[src/hdl/cwf_pkg.sv]
// package: register map, field layouts and constants of the can wake filter
package cwf_pkg;
    // register byte offsets
    localparam logic [7:0] CTRL_OFF = 8'h00;
    localparam logic [7:0] TIMING_OFF = 8'h04;
    localparam logic [7:0] FAST_OFF = 8'h08;
    localparam logic [7:0] REF_ID_OFF = 8'h0c;
    localparam logic [7:0] MASK_OFF = 8'h10;
    localparam logic [7:0] TMO_OFF = 8'h14;
    localparam logic [7:0] STAT_OFF = 8'h18;
    localparam logic [7:0] IRQ_EN_OFF = 8'h1c;
    localparam logic [7:0] STATE_OFF = 8'h20;
    // control field positions
    localparam int CTRL_ACTIVE = 0;
    localparam int CTRL_TALK = 1;
    localparam int CTRL_FD_EN = 2;
    localparam int CTRL_EXT = 3;
    localparam int CTRL_MODE_LO = 4;
    localparam logic [31:0] CTRL_RST = 32'h0000_0001;
    // identifier widths
    localparam int STD_ID_W = 11;
    localparam int EXT_ID_W = 29;
    localparam logic [28:0] STD_ID_MASK = 29'h0000_07ff;
    // status bit positions
    localparam int ST_TIMEOUT = 0;
    localparam int ST_WAKE = 1;
    localparam int ST_W = 2;
    // timeout default, in milliseconds, and clock rate
    localparam int CLK_HZ = 20_000_000;
    localparam int TMO_DEF_MS = 1000;
    localparam logic [31:0] TMO_DEF_CYC = 32'(TMO_DEF_MS * (CLK_HZ / 1000));
    localparam logic [31:0] ZERO32 = 32'h0000_0000;
    // wake modes
    typedef enum logic [1:0] {
        CWF_WAKE_OFF = 2'b00,
        CWF_WAKE_ON = 2'b01,
        CWF_WAKE_LOSSLESS = 2'b10,
        CWF_WAKE_KEEP = 2'b11
    } cwf_mode_e;
    // power state
    typedef enum logic [1:0] {
        CWF_ASLEEP = 2'b00,
        CWF_AWAKE = 2'b01,
        CWF_IDLE = 2'b10
    } cwf_pwr_e;
    // received frame identifier
    typedef struct packed {
        logic valid;
        logic ext;
        logic [28:0] id;
    } cwf_frame_s;
    // bit timing settings
    typedef struct packed {
        logic [15:0] rate_div;
        logic [7:0] sample_pt;
        logic [7:0] sjw;
    } cwf_timing_s;
endpackage

[src/hdl/cwf_wake_filter.sv]
// module: can wake-up identifier filter, timeout and channel configuration
// ----------------------------------------------------------------------------
// Summary of operation
// - only id bits whose mask bit is one are compared, the rest are ignored.
// - a wake needs every masked id bit equal to the reference, payload ignored.
// - a mask of zero makes every received frame of the configured format a wake.
// - reference and mask may be standard (11-bit, bits 0..10) or extended.
// - a waking channel idle for the timeout is inactive and may allow shutdown.
// - a timeout logs an entry and raises an alert that stays until acknowledged.
// - disabled wake mode never starts the logger from frames.
// - enabled mode starts on a qualifying frame, early frames may be lost.
// - lossless mode starts on a qualifying frame and keeps every frame.
// - keep-awake starts with ignition and stops only when all wake sources drop.
// - with communicate off the channel stays silent and never drives the bus.
// - the nominal bit rate is selectable and must match all other nodes.
// - only fd channels with fd enabled use a separate fast data rate.
// - on fd channels the sample point and jump width serve both phases.
// - a deactivated channel passes no signal to storage or tracing.
// ----------------------------------------------------------------------------
//
// Design decisions made here: the register addresses and register access over APB.
`timescale 1ns/1ps
module cwf_wake_filter #(
    parameter bit FD_CAPABLE = 1'b1
) (
    // clock and reset
    input wire logic CLK,
    input wire logic SYS_RST,
    // apb slave
    input wire logic PSEL,
    input wire logic PENABLE,
    input wire logic PWRITE,
    input wire logic [7:0] PADDR,
    input wire logic [31:0] PWDATA,
    output logic [31:0] PRDATA,
    output logic PREADY,
    output logic PSLVERR,
    // can receive side
    input wire cwf_pkg::cwf_frame_s RX_FRAME,
    input wire logic BUS_ACTIVITY,
    // power sources
    input wire logic IGNITION,
    input wire logic OTHER_WAKE,
    // channel outputs
    output logic WAKE_REQ,
    output logic SHUTDOWN_OK,
    output logic RX_BUFFER_ON,
    output logic TX_ENABLE,
    output logic STORE_ENABLE,
    output logic LOG_ENTRY,
    output logic [15:0] NOM_RATE_DIV,
    output logic [15:0] DATA_RATE_DIV,
    output logic [7:0] SAMPLE_PT,
    output logic [7:0] SJW,
    output logic IRQ
);
    // ------------------------------------------------------------------------
    // registers
    // ------------------------------------------------------------------------
    logic [31:0] ctrl_q;
    cwf_pkg::cwf_timing_s timing_q;
    logic [15:0] fast_q;
    logic [28:0] ref_id_q;
    logic [28:0] mask_q;
    logic [31:0] tmo_q;
    logic [cwf_pkg::ST_W-1:0] stat_q;
    logic [cwf_pkg::ST_W-1:0] irq_en_q;
    logic [31:0] idle_cnt_q;
    cwf_pkg::cwf_pwr_e pwr_q;
    cwf_pkg::cwf_mode_e mode;
    logic active;
    logic ext_fmt;
    logic fd_on;
    logic [28:0] fmt_mask;
    logic id_hit;
    logic frame_wake;
    logic any_wake_source;
    logic tmo_hit;
    logic wr_en;
    logic rd_en;
    logic [31:0] rd_d;
    logic addr_ok;

    // control fields decoded from the control register
    assign mode = cwf_pkg::cwf_mode_e'(ctrl_q[cwf_pkg::CTRL_MODE_LO +: 2]);
    assign active = ctrl_q[cwf_pkg::CTRL_ACTIVE];
    assign ext_fmt = ctrl_q[cwf_pkg::CTRL_EXT];
    assign fd_on = FD_CAPABLE && ctrl_q[cwf_pkg::CTRL_FD_EN];
    assign wr_en = PSEL && PENABLE && PWRITE && PREADY;
    assign rd_en = PSEL && !PENABLE && !PWRITE;

    // ------------------------------------------------------------------------
    // identifier filter
    // ------------------------------------------------------------------------
    // standard format keeps only bits 0..10, extended all 29
    assign fmt_mask = ext_fmt ? {29{1'b1}} : cwf_pkg::STD_ID_MASK;
    // masked compare, zero mask bits are don't-care
    assign id_hit = (((RX_FRAME.id ^ ref_id_q) & mask_q & fmt_mask) == 29'h0);
    // a qualifying frame of the configured format wakes
    assign frame_wake = active && RX_FRAME.valid && (RX_FRAME.ext == ext_fmt) && id_hit;
    assign any_wake_source = IGNITION || OTHER_WAKE;
    assign tmo_hit = (pwr_q == cwf_pkg::CWF_AWAKE) && (idle_cnt_q >= tmo_q) && active;

    // ------------------------------------------------------------------------
    // power state
    // ------------------------------------------------------------------------
    always_ff @(posedge CLK) begin
        if (SYS_RST) begin
            pwr_q <= cwf_pkg::CWF_ASLEEP;
        end else begin
            case (pwr_q)
                cwf_pkg::CWF_ASLEEP: begin
                    case (mode)
                        cwf_pkg::CWF_WAKE_OFF: pwr_q <= cwf_pkg::CWF_ASLEEP;
                        cwf_pkg::CWF_WAKE_KEEP: begin
                            if (IGNITION) begin
                                pwr_q <= cwf_pkg::CWF_AWAKE;
                            end
                        end
                        default: begin
                            if (frame_wake) begin
                                pwr_q <= cwf_pkg::CWF_AWAKE;
                            end
                        end
                    endcase
                end
                cwf_pkg::CWF_AWAKE: begin
                    if (mode == cwf_pkg::CWF_WAKE_KEEP) begin
                        if (!any_wake_source && tmo_hit) begin
                            pwr_q <= cwf_pkg::CWF_IDLE;
                        end
                    end else if (tmo_hit) begin
                        pwr_q <= cwf_pkg::CWF_IDLE;
                    end
                end
                cwf_pkg::CWF_IDLE: begin
                    if (frame_wake && mode != cwf_pkg::CWF_WAKE_OFF) begin
                        pwr_q <= cwf_pkg::CWF_AWAKE;
                    end else if (mode == cwf_pkg::CWF_WAKE_KEEP && any_wake_source) begin
                        pwr_q <= cwf_pkg::CWF_AWAKE;
                    end else begin
                        pwr_q <= cwf_pkg::CWF_ASLEEP;
                    end
                end
                default: pwr_q <= cwf_pkg::CWF_ASLEEP;
            endcase
        end
    end

    // ------------------------------------------------------------------------
    // inactivity counter
    // ------------------------------------------------------------------------
    always_ff @(posedge CLK) begin
        if (SYS_RST) begin
            idle_cnt_q <= cwf_pkg::ZERO32;
        end else if (BUS_ACTIVITY || pwr_q != cwf_pkg::CWF_AWAKE) begin
            idle_cnt_q <= cwf_pkg::ZERO32;
        // saturates so a long idle spell never wraps below the timeout
        end else if (idle_cnt_q != {32{1'b1}}) begin
            idle_cnt_q <= idle_cnt_q + 32'h0000_0001;
        end
    end

    // ------------------------------------------------------------------------
    // channel outputs
    // ------------------------------------------------------------------------
    always_ff @(posedge CLK) begin
        if (SYS_RST) begin
            WAKE_REQ <= 1'b0;
            SHUTDOWN_OK <= 1'b1;
            RX_BUFFER_ON <= 1'b0;
            TX_ENABLE <= 1'b0;
            STORE_ENABLE <= 1'b0;
            LOG_ENTRY <= 1'b0;
        end else begin
            WAKE_REQ <= (pwr_q == cwf_pkg::CWF_AWAKE);
            SHUTDOWN_OK <= (pwr_q != cwf_pkg::CWF_AWAKE);
            // lossless mode buffers frames even while asleep
            RX_BUFFER_ON <= active && ((pwr_q == cwf_pkg::CWF_AWAKE)
                || mode == cwf_pkg::CWF_WAKE_LOSSLESS);
            TX_ENABLE <= active && ctrl_q[cwf_pkg::CTRL_TALK];
            STORE_ENABLE <= active && (pwr_q == cwf_pkg::CWF_AWAKE);
            LOG_ENTRY <= tmo_hit;
        end
    end

    // ------------------------------------------------------------------------
    // bit timing outputs
    // ------------------------------------------------------------------------
    always_ff @(posedge CLK) begin
        if (SYS_RST) begin
            NOM_RATE_DIV <= 16'h0000;
            DATA_RATE_DIV <= 16'h0000;
            SAMPLE_PT <= 8'h00;
            SJW <= 8'h00;
        end else begin
            NOM_RATE_DIV <= timing_q.rate_div;
            // without fd the data phase reuses the nominal divider
            DATA_RATE_DIV <= fd_on ? fast_q : timing_q.rate_div;
            SAMPLE_PT <= timing_q.sample_pt;
            SJW <= timing_q.sjw;
        end
    end

    // ------------------------------------------------------------------------
    // configuration registers
    // ------------------------------------------------------------------------
    always_ff @(posedge CLK) begin
        if (SYS_RST) begin
            ctrl_q <= cwf_pkg::CTRL_RST;
            timing_q <= '0;
            fast_q <= 16'h0000;
            ref_id_q <= 29'h0;
            mask_q <= 29'h0;
            tmo_q <= cwf_pkg::TMO_DEF_CYC;
            irq_en_q <= '0;
        end else if (wr_en) begin
            case (PADDR)
                cwf_pkg::CTRL_OFF: ctrl_q <= {26'h0, PWDATA[5:0]};
                cwf_pkg::TIMING_OFF: timing_q <= PWDATA;
                cwf_pkg::FAST_OFF: fast_q <= PWDATA[15:0];
                cwf_pkg::REF_ID_OFF: ref_id_q <= PWDATA[28:0];
                cwf_pkg::MASK_OFF: mask_q <= PWDATA[28:0];
                cwf_pkg::TMO_OFF: tmo_q <= PWDATA;
                cwf_pkg::IRQ_EN_OFF: irq_en_q <= PWDATA[cwf_pkg::ST_W-1:0];
                default: ctrl_q <= ctrl_q;
            endcase
        end
    end

    // ------------------------------------------------------------------------
    // sticky status, set wins over write-one-to-clear
    // ------------------------------------------------------------------------
    always_ff @(posedge CLK) begin
        if (SYS_RST) begin
            stat_q <= '0;
        end else begin
            for (int i = 0; i < cwf_pkg::ST_W; i++) begin
                if (wr_en && PADDR == cwf_pkg::STAT_OFF && PWDATA[i]) begin
                    stat_q[i] <= 1'b0;
                end
            end
            if (tmo_hit) begin
                stat_q[cwf_pkg::ST_TIMEOUT] <= 1'b1;
            end
            if (frame_wake && mode != cwf_pkg::CWF_WAKE_OFF) begin
                stat_q[cwf_pkg::ST_WAKE] <= 1'b1;
            end
        end
    end

    // interrupt level, one cycle behind the status bits
    always_ff @(posedge CLK) begin
        if (SYS_RST) begin
            IRQ <= 1'b0;
        end else begin
            IRQ <= |(stat_q & irq_en_q);
        end
    end

    // ------------------------------------------------------------------------
    // apb read path, no wait state
    // ------------------------------------------------------------------------
    always_comb begin
        addr_ok = 1'b1;
        case (PADDR)
            cwf_pkg::CTRL_OFF: rd_d = ctrl_q;
            cwf_pkg::TIMING_OFF: rd_d = timing_q;
            cwf_pkg::FAST_OFF: rd_d = {16'h0, fast_q};
            cwf_pkg::REF_ID_OFF: rd_d = {3'h0, ref_id_q};
            cwf_pkg::MASK_OFF: rd_d = {3'h0, mask_q};
            cwf_pkg::TMO_OFF: rd_d = tmo_q;
            cwf_pkg::STAT_OFF: rd_d = {30'h0, stat_q};
            cwf_pkg::IRQ_EN_OFF: rd_d = {30'h0, irq_en_q};
            cwf_pkg::STATE_OFF: rd_d = {30'h0, pwr_q};
            default: begin
                rd_d = cwf_pkg::ZERO32;
                addr_ok = 1'b0;
            end
        endcase
    end

    always_ff @(posedge CLK) begin
        if (SYS_RST) begin
            PRDATA <= cwf_pkg::ZERO32;
            PREADY <= 1'b0;
            PSLVERR <= 1'b0;
        end else begin
            PREADY <= PSEL && !PENABLE;
            PSLVERR <= PSEL && !PENABLE && !addr_ok;
            if (rd_en) begin
                PRDATA <= rd_d;
            end
        end
    end
endmodule // cwf_wake_filter

[config.mk]
export PLATFORM = sky130hd
export DESIGN_NAME = cwf_wake_filter
export DESIGN_NICKNAME = d
export VERILOG_FILES = /design/src/hdl/cwf_pkg.sv /design/src/hdl/cwf_wake_filter.sv
export SDC_FILE = /design/constraint.sdc
export NUM_CORES = 1
export LEC_CHECK = 0
export BUFFER_PORTS_ARGS = -buffer_cell sky130_fd_sc_hd__buf_2
export CAP_MARGIN = 15
export CORE_MARGIN = 1
export CORE_UTILIZATION = 45
export CTS_CLUSTER_SIZE = 28
export DETAILED_ROUTE_END_ITERATION = 8
export PLACE_DENSITY = 0.65
export SLEW_MARGIN = 20
export SYNTH_ARGS = -nofsm -noshare
export SYNTH_HDL_FRONTEND = slang
export SYNTH_SLANG_ARGS = --single-unit
[constraint.sdc]
create_clock -name CLK -period 2.6 [get_ports CLK]
set_input_delay 0.39 -clock CLK [delete_from_list [all_inputs] [get_ports CLK]]
set_output_delay 0.39 -clock CLK [all_outputs]
set_load 0.05 [all_outputs]
### Word-level counts from Yosys, hierarchy flattened

Cells that the tools add are included.

| storage, ports and cells | value |
|---|---|
| input bits | 79 |
| bits in registers | 271 |
| output and inout bits | 89 |

| cells by class | value |
|---|---|
| bitwise operators | 4 |
| mux-type cells | 17 |
| order comparisons | 1 |
| add/sub/neg operators | 1 |
| eq/ne operators | 19 |
| reductions and logical operators | 45 |

Operators with widths:

| operator | count |
|---|---|
| 32-bit one-hot mux with 9 select lines | 1 |
| 29-bit AND | 2 |
| 32-bit by 1-bit adder with 32-bit output (second input constant) | 1 |
| 8-bit by 5-bit == test with 1-bit output (second input constant) | 4 |
| 32-bit >= comparator | 1 |
| 32-bit != test (second input constant) | 1 |
| 29-bit logical NOT | 1 |
| 29-bit 2-to-1 mux | 1 |
| 29-bit XOR | 1 |
| 1-bit logical AND | 20 |
| 8-bit by 4-bit == test with 1-bit output (second input constant) | 2 |
| 16-bit 2-to-1 mux | 1 |
| 2-bit AND reduction | 7 |
| 2-bit 2-to-1 mux | 5 |
| 9-bit OR reduction | 1 |
| 8-bit by 3-bit == test with 1-bit output (second input constant) | 1 |
| 8-bit by 6-bit == test with 1-bit output (second input constant) | 1 |
| 8-bit logical NOT | 1 |
| 1-bit 2-to-1 mux | 7 |
| 2-bit == test (second input constant) | 3 |
| 3-bit by 2-bit != test with 1-bit output (second input constant) | 2 |
| 2-bit one-hot mux with 3 select lines | 1 |
| 2-bit nonzero test | 3 |
| 1-bit logical NOT | 4 |
| 11 further kinds | 15 |

### Logic depth before layout (Yosys ltp)

Gate-level depths: netlist of the first run.

| logic depth | value |
|---|---|
| word-level depth | 8 |
| mapped depth | 9 |
| depth with buffers taken out | 9 |

### Least setup slack after synthesis of the first run

Ideal clock, no wire load.

| path | value |
|---|---|
| path kind | flip-flop to flip-flop |
| start point | reg idle_cnt_q[1] |
| end point | reg idle_cnt_q[20] |
| cell stages (with the launch flop) | 9 |
| period minus slack after synthesis | 2.169 ns |
| data arrival time | 2.098 ns |
| data required time | 2.529 ns |
| slack | 0.431 ns |
| cell sequence | dfxtp_1 ha_1 and3_2 or3b_4 or2_1 or2_0 buf_2 or3_1 a21oi_1 |

| between the ends | value |
|---|---|
| word-level cells in the longest chain between the ends | 1 |
| elaborated cells on any way between the ends | 2 |

RTL lines:

| element | line | RTL |
|---|---|---|
| from (decl) | cwf_wake_filter.sv:68 | `logic [31:0] idle_cnt_q;` |
| from (signal assigned) | cwf_wake_filter.sv:155 | `idle_cnt_q <= cwf_pkg::ZERO32;` |
| from (signal assigned) | cwf_wake_filter.sv:157 | `idle_cnt_q <= cwf_pkg::ZERO32;` |
| from (signal assigned) | cwf_wake_filter.sv:160 | `idle_cnt_q <= idle_cnt_q + 32'h0000_0001;` |
| 32-bit by 1-bit adder with 32-bit output or 32-bit != test (tied branches) | cwf_wake_filter.sv:160, cwf_wake_filter.sv:159 |  |

Parallel ways exist; a longest one is shown, timed or not.
A chain may end at the register's enable or synchronous reset.

### Worst setup path in the final report of the first run

| path | value |
|---|---|
| start point | reg tmo_q[19] |
| end point | reg stat_q[0] in the netlist's numbering |

| between the ends | value |
|---|---|
| word-level cells in the longest chain between the ends | 4 |
| elaborated cells on any way between the ends | 5 |

RTL lines:

| element | line | RTL |
|---|---|---|
| from (decl) | cwf_wake_filter.sv:65 | `logic [31:0] tmo_q;` |
| from (signal assigned) | cwf_wake_filter.sv:215 | `tmo_q <= cwf_pkg::TMO_DEF_CYC;` |
| 32-bit >= comparator * | cwf_wake_filter.sv:102 | `assign tmo_hit = (pwr_q == cwf_pkg::CWF_AWAKE) && (idle_cnt_q >= tmo_q) && active;` |
| 1-bit logical AND * (2 in a row) | cwf_wake_filter.sv:102 |  |
| 1-bit 2-to-1 mux or 2-bit nonzero test (tied branches) | -- |  |
| to (signal, indexed assignment) | cwf_wake_filter.sv:240 | `stat_q[i] <= 1'b0;` |
| to (signal, indexed assignment) | cwf_wake_filter.sv:244 | `stat_q[cwf_pkg::ST_TIMEOUT] <= 1'b1;` |
| to (signal, indexed assignment) | cwf_wake_filter.sv:247 | `stat_q[cwf_pkg::ST_WAKE] <= 1'b1;` |
| to (decl) | cwf_wake_filter.sv:66 | `logic [cwf_pkg::ST_W-1:0] stat_q;` |

Every way passes the cells marked *; elsewhere a longest branch is shown, timed or not.

==> flow_results.org, run 1 <==
** Run status
- The flow ran to the end, and the final reports show no timing, DRC or antenna violations.

** Yosys
- Counting instances in the post-synthesis netlist gives the leading cell types as sky130_fd_sc_hd__nand2_1, sky130_fd_sc_hd__dfxtp_1, sky130_fd_sc_hd__a21oi_1.
- The number of nets in the synthesized netlist is 1,502.
- Adder and majority cell fraction of the synthesized area :: 3.60%
- The synthesized netlist devotes 4.43% of its cell area to XOR and XNOR gates.
- Of the total synthesized cell area, the portion taken by AND, OR, NAND and NOR gates is 20.6%.
- Summed over all instances, the cell type with the most area after synthesis is sky130_fd_sc_hd__dfxtp_1.
- Fraction of registers with async set or reset after synthesis :: 0%
- In the synthesized netlist, mux cells make up 2.81% of the area.
- Post-Syn Area :: 11,500 um2
- Leading cell types by total area after synthesis :: sky130_fd_sc_hd__dfxtp_1, sky130_fd_sc_hd__nand2_1, sky130_fd_sc_hd__a21oi_1
- Number of enable-type register cells in the synthesized netlist :: 0
- Cell with the most instances after synthesis :: sky130_fd_sc_hd__nand2_1
- For this run, the leading register cell type out of synthesis is sky130_fd_sc_hd__dfxtp_1.
- Register bit total from synthesis :: 271
- Sequential element share of the synthesized area :: 47.3%
- By area, the combinational part of the netlist is dominated by simple AND/OR/NAND/NOR gates.
- Synthesized-area fraction occupied by ao, oa, aoi and oai cells :: 17.1%
- Post-synthesis cell type count :: 52
- Synthesized instance count :: 1,390
- Fraction of synthesized cell area taken by the top area cell type :: 47.3%
- In this run the mean area of a mapped cell was 8.25 um2.
- For this run, the number of Yosys warnings is 0.

** Floorplan
- Die Outline Area :: 26,100 um2
- Horizontal die dimension :: 162 um
- Once the floorplan was initialized, standard cells occupied 45.7% of the core.
- Die Ht :: 162 um
- Placeable core region :: 25,100 um2
- For this design the top-level I/O count stands at 168.
- After floorplanning, the core was divided into 58 placement rows.

** Timing
- Hold Violations, Final :: 0
- Maximum achievable frequency :: 0.414 GHz
- Setup repair after global routing left no endpoint under its margin.
- Post-route setup slack :: 0.187 ns
- Count of endpoints failing setup in the final report :: 0
- Worst clock skew on the final layout :: 0.0206 ns
- Final clock period utilization by the worst path :: 92.8%
- For the finished layout, the period the worst path requires is 2.41 ns.
- On the final layout, the worst hold slack is 0.0946 ns.
- The number of slew-limit violations in the final report is 0.
- For the pin with the worst max-slew slack, the measured transition is 0.824 ns.
- Adding up every negative setup slack in the final design gives 0 ns.
- Remaining max-slew budget at the tightest pin :: 45.0%

** Detailed routing
- Number of design rule violations left after detail routing :: 0
- Via Count :: 10,500
- Summed over all layers, the routed wires come to 36.3 mm.
- The detail route stage leaves a number of antenna-violating nets equal to 0.
- Post-detailed-route via-to-cell ratio :: 5.60
- Initial drt markers :: 968
- For this run, the detailed router's first-pass iteration total came to 5.
- Routed length per placed instance :: 19.3 um

** Global route
- Combined global-route utilization of all metal layers :: 27.3%
- The via count of the first global-routing pass is 9,863.
- Number of antenna violations at the first check in global routing :: 0
- GR Overflow Total :: 0
- Entering global routing, the biggest net connects 154 pins.
- First-pass GRT wire length :: 55.3 mm

** Finish
- Non-Filler Cell Area, Final :: 13,800 um2
- Number of nets in the final layout :: 1,646
- In the final layout, the share of cells above drive strength 1 is 17.4%.
- Share of the core filled with cells in the final layout :: 54.8%
- Compared with the post-synthesis result, the final layout area differs by 20.0%.
- The repair_antennas step left the layout with diodes totalling 0.
- The filler cells instantiated in the layout total 2,393.

** Clocking
- Maximum root-to-sink buffer count :: 3
- In this run, CTS created clock tree buffers numbering 29.
- For the worst-skew pair, the clock arrives at the later sink with an insertion delay of 0.56 ns.
- CTS built an H-tree with a depth of 1.
- Clock tree synthesis selected as its root buffer the cell sky130_fd_sc_hd__clkbuf_16.
- CTS clk-pin slew, worst paths :: 0.06 ns
- Clock sinks :: 271
- For this design, the CTS-stage hold fixing added 0 buffers.
- TritonCTS built the clock tree.

** Critical path
- The worst setup path is captured at a flop.
- Crit path top cell by count :: sky130_fd_sc_hd__o21a_1
- Crit-path leading delay family :: compound AO/OA/AOI/OAI gates
- Cell-by-cell trace of the critical path :: inv_1 -> ha_1 -> a21oi_1 -> o21ai_0 -> a221oi_1 -> o31ai_1 -> o21a_1 -> o21a_1 -> a31o_2
- Data arrives at the worst endpoint at 2.85 ns.
- For flop-to-flop paths, the worst setup slack is 0.19 ns.
- Worst-path fanout max :: 3
- Critical setup path kind :: flop to flop
- The largest individual stage delay along the critical path comes from the cell sky130_fd_sc_hd__a221oi_1.
- Worst setup SP type :: flop
- Required time of the worst setup path :: 3.04 ns
- The largest single stage delay on the critical path is 0.53 ns.
- Together, buffers and inverters on the worst path number 1.

** Placed design
- Estimated wirelength of the detail-placed design :: 25.6 mm
- GP Congestion :: 0.986
- Prior to clock tree synthesis, the placed netlist has a worst setup slack of 0.215 ns.
- Port buffering added 167 buffers.
- Cell area reported after detailed placement :: 12,700 um2

** Power and ir drop
- Static Leak :: 5.36 nW
- Pwr Density :: 660 nW/um2
- Worst-case vdd ir drop :: 0.000408 V

** Min path
- The min-delay analysis places its worst path in the category input port to flop.

** Job
- Max-cap violations in this run came to 0.
==> state kept, by name, indices dropped and copies added (netlist names), 2 cells and up <==
name / count
PRDATA: 32
idle_cnt_q: 32
timing_q: 32
tmo_q: 32
mask_q: 29
ref_id_q: 29
DATA_RATE_DIV: 16
NOM_RATE_DIV: 16
fast_q: 16
SAMPLE_PT: 8
SJW: 8
ctrl_q: 6
irq_en_q: 2
pwr_q: 2
stat_q: 2
==> stage by stage <==
step | instances | total power (W)
5_1_grt | 1885 | 0.00935
3_5_place_dp | 1833 | 0.00469
6_report | 1885 | 0.00908
2_1_floorplan | 1390 | 0.00449
3_3_place_gp | 1833 | 0.00469
4_1_cts | 1885 | 0.00913
==> cell usage in the layout (no fill, tap or decap), drive strengths merged, types with 9 or more instances in the layout <==
cell type	n
dfxtp	271
mux2i	30
a221oi	12
a22oi	56
nand2	311
buf	202
a21oi	179
clkbuf	35
nand4	14
inv	38
nor3	16
o21ai	49
nand3	28
ha	33
a31oi	15
xor2	41
nor2	84
nor2b	35
xnor2	17
o211ai	9
clkinv	10
and3	11
==> area by class of cell <==
cell class,count,area [um2],share of cell area [%]
Inverter,37,139,1.01
Sequential cell,271,5430,39.4
Clock inverter,17,254,1.85
Multi-Input combinational cell,993,5580,40.5
Timing Repair Buffer,202,1170,8.48
Tap cell,330,413,3.00
Clock buffer,35,788,5.73
==> kinds of logic (layout without fill, tap and decap cells) <==
family                   after synthesis  in the layout
AND/OR/NAND/NOR                      534            534
AO/OA/AOI/OAI                        336            336
flip-flops                           271            271
buffers and inverters                126            291
XOR/XNOR                              58             58
adder cells (fa/ha/maj)               33             33
multiplexers                          32             32
==> where the power goes <==
part           internal, W  switching, W
sequential         0.00418     0.0000141
clock              0.00276       0.00172
combinational     0.000109      0.000304
==> final timing paths <==
path / depth (start not counted) / endpoint / start
max: 9 / stat_q[0]$_SDFFE_PP0P_ / tmo_q[19]$_SDFFE_PP0P_
min: 3 / timing_q[30]$_SDFFE_PP0P_ / PWDATA[30]
max reg2reg: 9 / stat_q[0]$_SDFFE_PP0P_ / tmo_q[19]$_SDFFE_PP0P_
min reg2reg: 2 / tmo_q[19]$_SDFFE_PP0P_ / tmo_q[19]$_SDFFE_PP0P_
==> repair_timing <==
item | CTS | global route
endpoints found under the setup margin | 0 | 1
hold endpoints to repair | 0 | 0
buffers inserted | 0 | 0
resized for setup | 0 | 1
==> routing by layer <==
metal	wire, um	share of wire [%]	up-vias	GRT usage, %
met1	15400	43	4987	36.1
met3	2590	7.1	80	3.65
li1	-	-	5036	-
met2	16700	46	445	44.4
met5	0	0	-	0
met4	1550	4.3	0	12.2
==> worst reg2reg max path, cell delays in order (launching register included) <==
cell and delay, ns:
sky130_fd_sc_hd__dfxtp_1 0.35, sky130_fd_sc_hd__inv_1 0.05, sky130_fd_sc_hd__ha_1 0.31, sky130_fd_sc_hd__a21oi_1 0.12, sky130_fd_sc_hd__o21ai_0 0.10, sky130_fd_sc_hd__a221oi_1 0.53
sky130_fd_sc_hd__o31ai_1 0.16, sky130_fd_sc_hd__o21a_1 0.26, sky130_fd_sc_hd__o21a_1 0.20, sky130_fd_sc_hd__a31o_2 0.21
Power figures use the tool's default switching activity.
==> run 2, diff against run 1 <==
REMOVE_ABC_BUFFERS = 1   (was unset)
==> run 2 against run 1 <==
Flip-flop and latch count unchanged. Clock power decreased by 10%. Combinational power is 1% lower. Die area stayed put. Utilization fell by 0.37 points. Register-to-register slack improved by 0.06 ns. Non-clock buffer count is 7 higher. Total power down 5.1%. First-iteration DRC count is 12% lower. Final cell count increased by 0.21%. Largest cell class unchanged. Largest power group is now sequential cells.
==> flow_results.org, run 2 (same netlist as run 1, synthesis figures left out) <==
** Clocking
- Master cell of the clock root buffer :: sky130_fd_sc_hd__clkbuf_16
- After clock tree synthesis, the repair step resized 0 gates.
- Maximum root-to-sink buffer count :: 3
- Clock latency at the later pin of the worst-skew pair :: 0.55 ns
- Clock tree from TritonCTS :: done
- The number of setup buffers added after CTS is 0.
- Clock-pin slew was measured on the worst setup and hold paths at 0.06 ns.
- Number of buffers created by CTS :: 28
- For this design, the CTS-stage hold fixing added 0 buffers.
- The clock net in this run drives a total of 271 sinks.
- In this run the number of H-tree levels came out at 1.

** Timing
- Static timing analysis puts the maximum clock frequency at 0.425 GHz.
- The number of hold violations in the final report was 0.
- RSZ-0062 raised after global routing :: false
- Final clock period utilization by the worst path :: 90.5%
- Measured against its own limit, the worst slew margin works out to 48.8%.
- The number of slew-limit violations in the final report is 0.
- Across the routed clock network, the largest skew measured is 0.00736 ns.
- Fin crit period :: 2.35 ns
- Setup violations remaining at the end of the flow were counted as 0.
- Transition time of the tightest slew-check pin :: 0.760 ns

** Detailed routing
- Via Count :: 10,600
- The pre-antenna-repair detailed-routing pass consisted of 5 iterations.
- Detailed Route WL :: 36.3 mm
- The first routing iteration left 852 violations.
- In the final routed layout, each cell accounts on average for 19.2 um.
- Count of antenna-violating nets left after detailed routing :: 0
- Number of design rule violations left after detail routing :: 0
- Post-detailed-route via-to-cell ratio :: 5.60

** Critical path
- Worst-path fanout max :: 6
- Number of gates on the worst path with buffers counted :: 7
- Stage delay of the slowest cell on the critical path :: 0.42 ns
- Cell-by-cell trace of the critical path :: ha_1 -> and3_2 -> or3b_4 -> or2_1 -> or2_0 -> or3_1 -> a21oi_1
- In this run the worst setup path terminates at idle_cnt_q[20]$_SDFFE_PP0P_.
- Critical setup path kind :: flop to flop
- Reg-to-reg startpoint :: idle_cnt_q[1]$_SDFFE_PP0P_
- Worst reg-to-reg path cell count :: 7
- CP startpoint :: idle_cnt_q[1]$_SDFFE_PP0P_
- Across all register-to-register paths, the minimum setup slack is 0.25 ns.
- Counting both buffers and inverters, the worst setup path holds a total of 0.
- Capture point of the worst reg-to-reg path :: idle_cnt_q[20]$_SDFFE_PP0P_
- Worst setup SP type :: flop
- Arrival time at the worst endpoint :: 2.83 ns
- Required time of the worst setup path :: 3.08 ns
- Crit. End Element :: flop
- Crit-path leading delay family :: simple AND/OR/NAND/NOR gates
- The largest individual stage delay along the critical path comes from the cell sky130_fd_sc_hd__dfxtp_1.

** Finish
- Number of diodes added for antenna fixing :: 0
- Leaving out fill and tap cells, the most frequent cells in the layout are sky130_fd_sc_hd__nand2_1, sky130_fd_sc_hd__dfxtp_1, sky130_fd_sc_hd__a21oi_1.
- The finished cells cover 13,700 um2.
- Number of nets in the final layout :: 1,652
- Fill cell count :: 2,411
- Most common library cell in the layout ignoring fill and taps :: sky130_fd_sc_hd__nand2_1
- Relative to the synthesized area, the layout overhead comes to 19.2%.
- Layout cells sized above 1 :: 17.4%

** Floorplan
- The die is 162 um wide.
- Die Outline Area :: 26,100 um2
- Die Ht :: 162 um
- The floorplan step defined a core boundary enclosing 25,100 um2.
- Number of I/O pins :: 168
- In this run the core area contains 58 standard-cell rows.
- For this configuration, the core starts out at a cell density of 45.7%.

** Power and ir drop
- Reported net switching power :: 0.00195 W
- Internal power :: 0.00667 W
- Pwr Density :: 630 nW/um2
- Switching Fraction :: 22.6%
- For this design the static power due to leakage is 5.32 nW.
- Total power :: 0.00862 W
- IR analysis of the VDD net gives a maximum drop of 0.000575 V.
- Combinational logic is responsible for 4.7% of the overall power.
- Sequential power share :: 48.6%
- Clock network power share :: 46.6%

** Global route
- The number of antenna violations at the first check in global routing came to 0.
- The via count of the first global-routing pass was 9,753.
- After global routing the overflow that remains totals 0.
- Combined global-route utilization of all metal layers :: 27.5%
- First-pass GRT wire length :: 55.4 mm
- Entering global routing, the biggest net connects 73 pins.

** Run status
- Result of the run :: finished clean

** Min path
- Hold Startpoint :: PWDATA[31]
- Worst min path class :: input port to flop

** Placed design
- In this run the cell area measured after placement is 12,700 um2.
- Routability-driven placement finished with a final weighted congestion of 0.918.
- Number of buffer cells added on primary ports :: 167
- Detailed placement finished with a half-perimeter wire length of 25.3 mm.

** Job
- Max-capacitance violation count :: 0
## run 2: routing by layer
| layer | global-route usage, % | part of all wire [%] |
|---|---|---|
| met5 | 0 | 0 |
| met4 | 10.8 | 3.5 |
| met3 | 5.44 | 8.9 |
| met2 | 42.4 | 44 |
| met1 | 37.7 | 44 |
## run 2: power by group through the flow
stage	Sequential [W]	Combinational (W)	Clock, W
floorplan	0.00437	0.0000765	0
global placement	0.00428	0.000403	0
detailed placement	0.00428	0.000405	0
CTS	0.00419	0.000407	0.00405
global route	0.00419	0.000434	0.00422
finish	0.00419	0.000409	0.00402
## run 2: how the worst min path moves through the flow
stage	slack [ns]	end	cells after the start
after global placement	0.46	timing_q[14]$_SDFFE_PP0P_	2
after CTS	0.08	timing_q[30]$_SDFFE_PP0P_	3
after global routing	0.11	timing_q[31]$_SDFFE_PP0P_	3
final	0.10	tmo_q[31]$_SDFFE_PP0P_	3
after detailed placement	0.46	timing_q[10]$_SDFFE_PP0P_	2
after floorplan	0.44	timing_q[0]$_SDFFE_PP0P_	2
## run 2: through the flow
stage,utilization [%],setup slack [ns],hold WS (ns),TNS (ns),cells
floorplan,-,-0.304,0.435,-9.64,1301
global placement,50.8,0.276,0.457,0,1840
detailed placement,50.8,0.282,0.458,0,1840
CTS,54.5,0.263,0.0824,0,1889
global route,54.5,0.0522,0.105,0,1889
finish,54.5,0.246,0.105,0,1889
## run 2: cell type report
cell class                      instances  area (um2)  area share (%)
Clock buffer                           43         868            6.35
Clock inverter                          6        55.1           0.403
Inverter                               37         139            1.02
Multi-Input combinational cell        993        5580            40.8
Sequential cell                       271        5430            39.7
Tap cell                              330         413            3.02
Timing Repair Buffer                  209        1190            8.74
## run 2: worst reg2reg max path, cell delays in order, from the launching register on
cell and delay, ns:
sky130_fd_sc_hd__dfxtp_1 0.42, sky130_fd_sc_hd__ha_1 0.20, sky130_fd_sc_hd__and3_2 0.21, sky130_fd_sc_hd__or3b_4 0.40, sky130_fd_sc_hd__or2_1 0.25, sky130_fd_sc_hd__or2_0 0.32
sky130_fd_sc_hd__or3_1 0.34, sky130_fd_sc_hd__a21oi_1 0.13
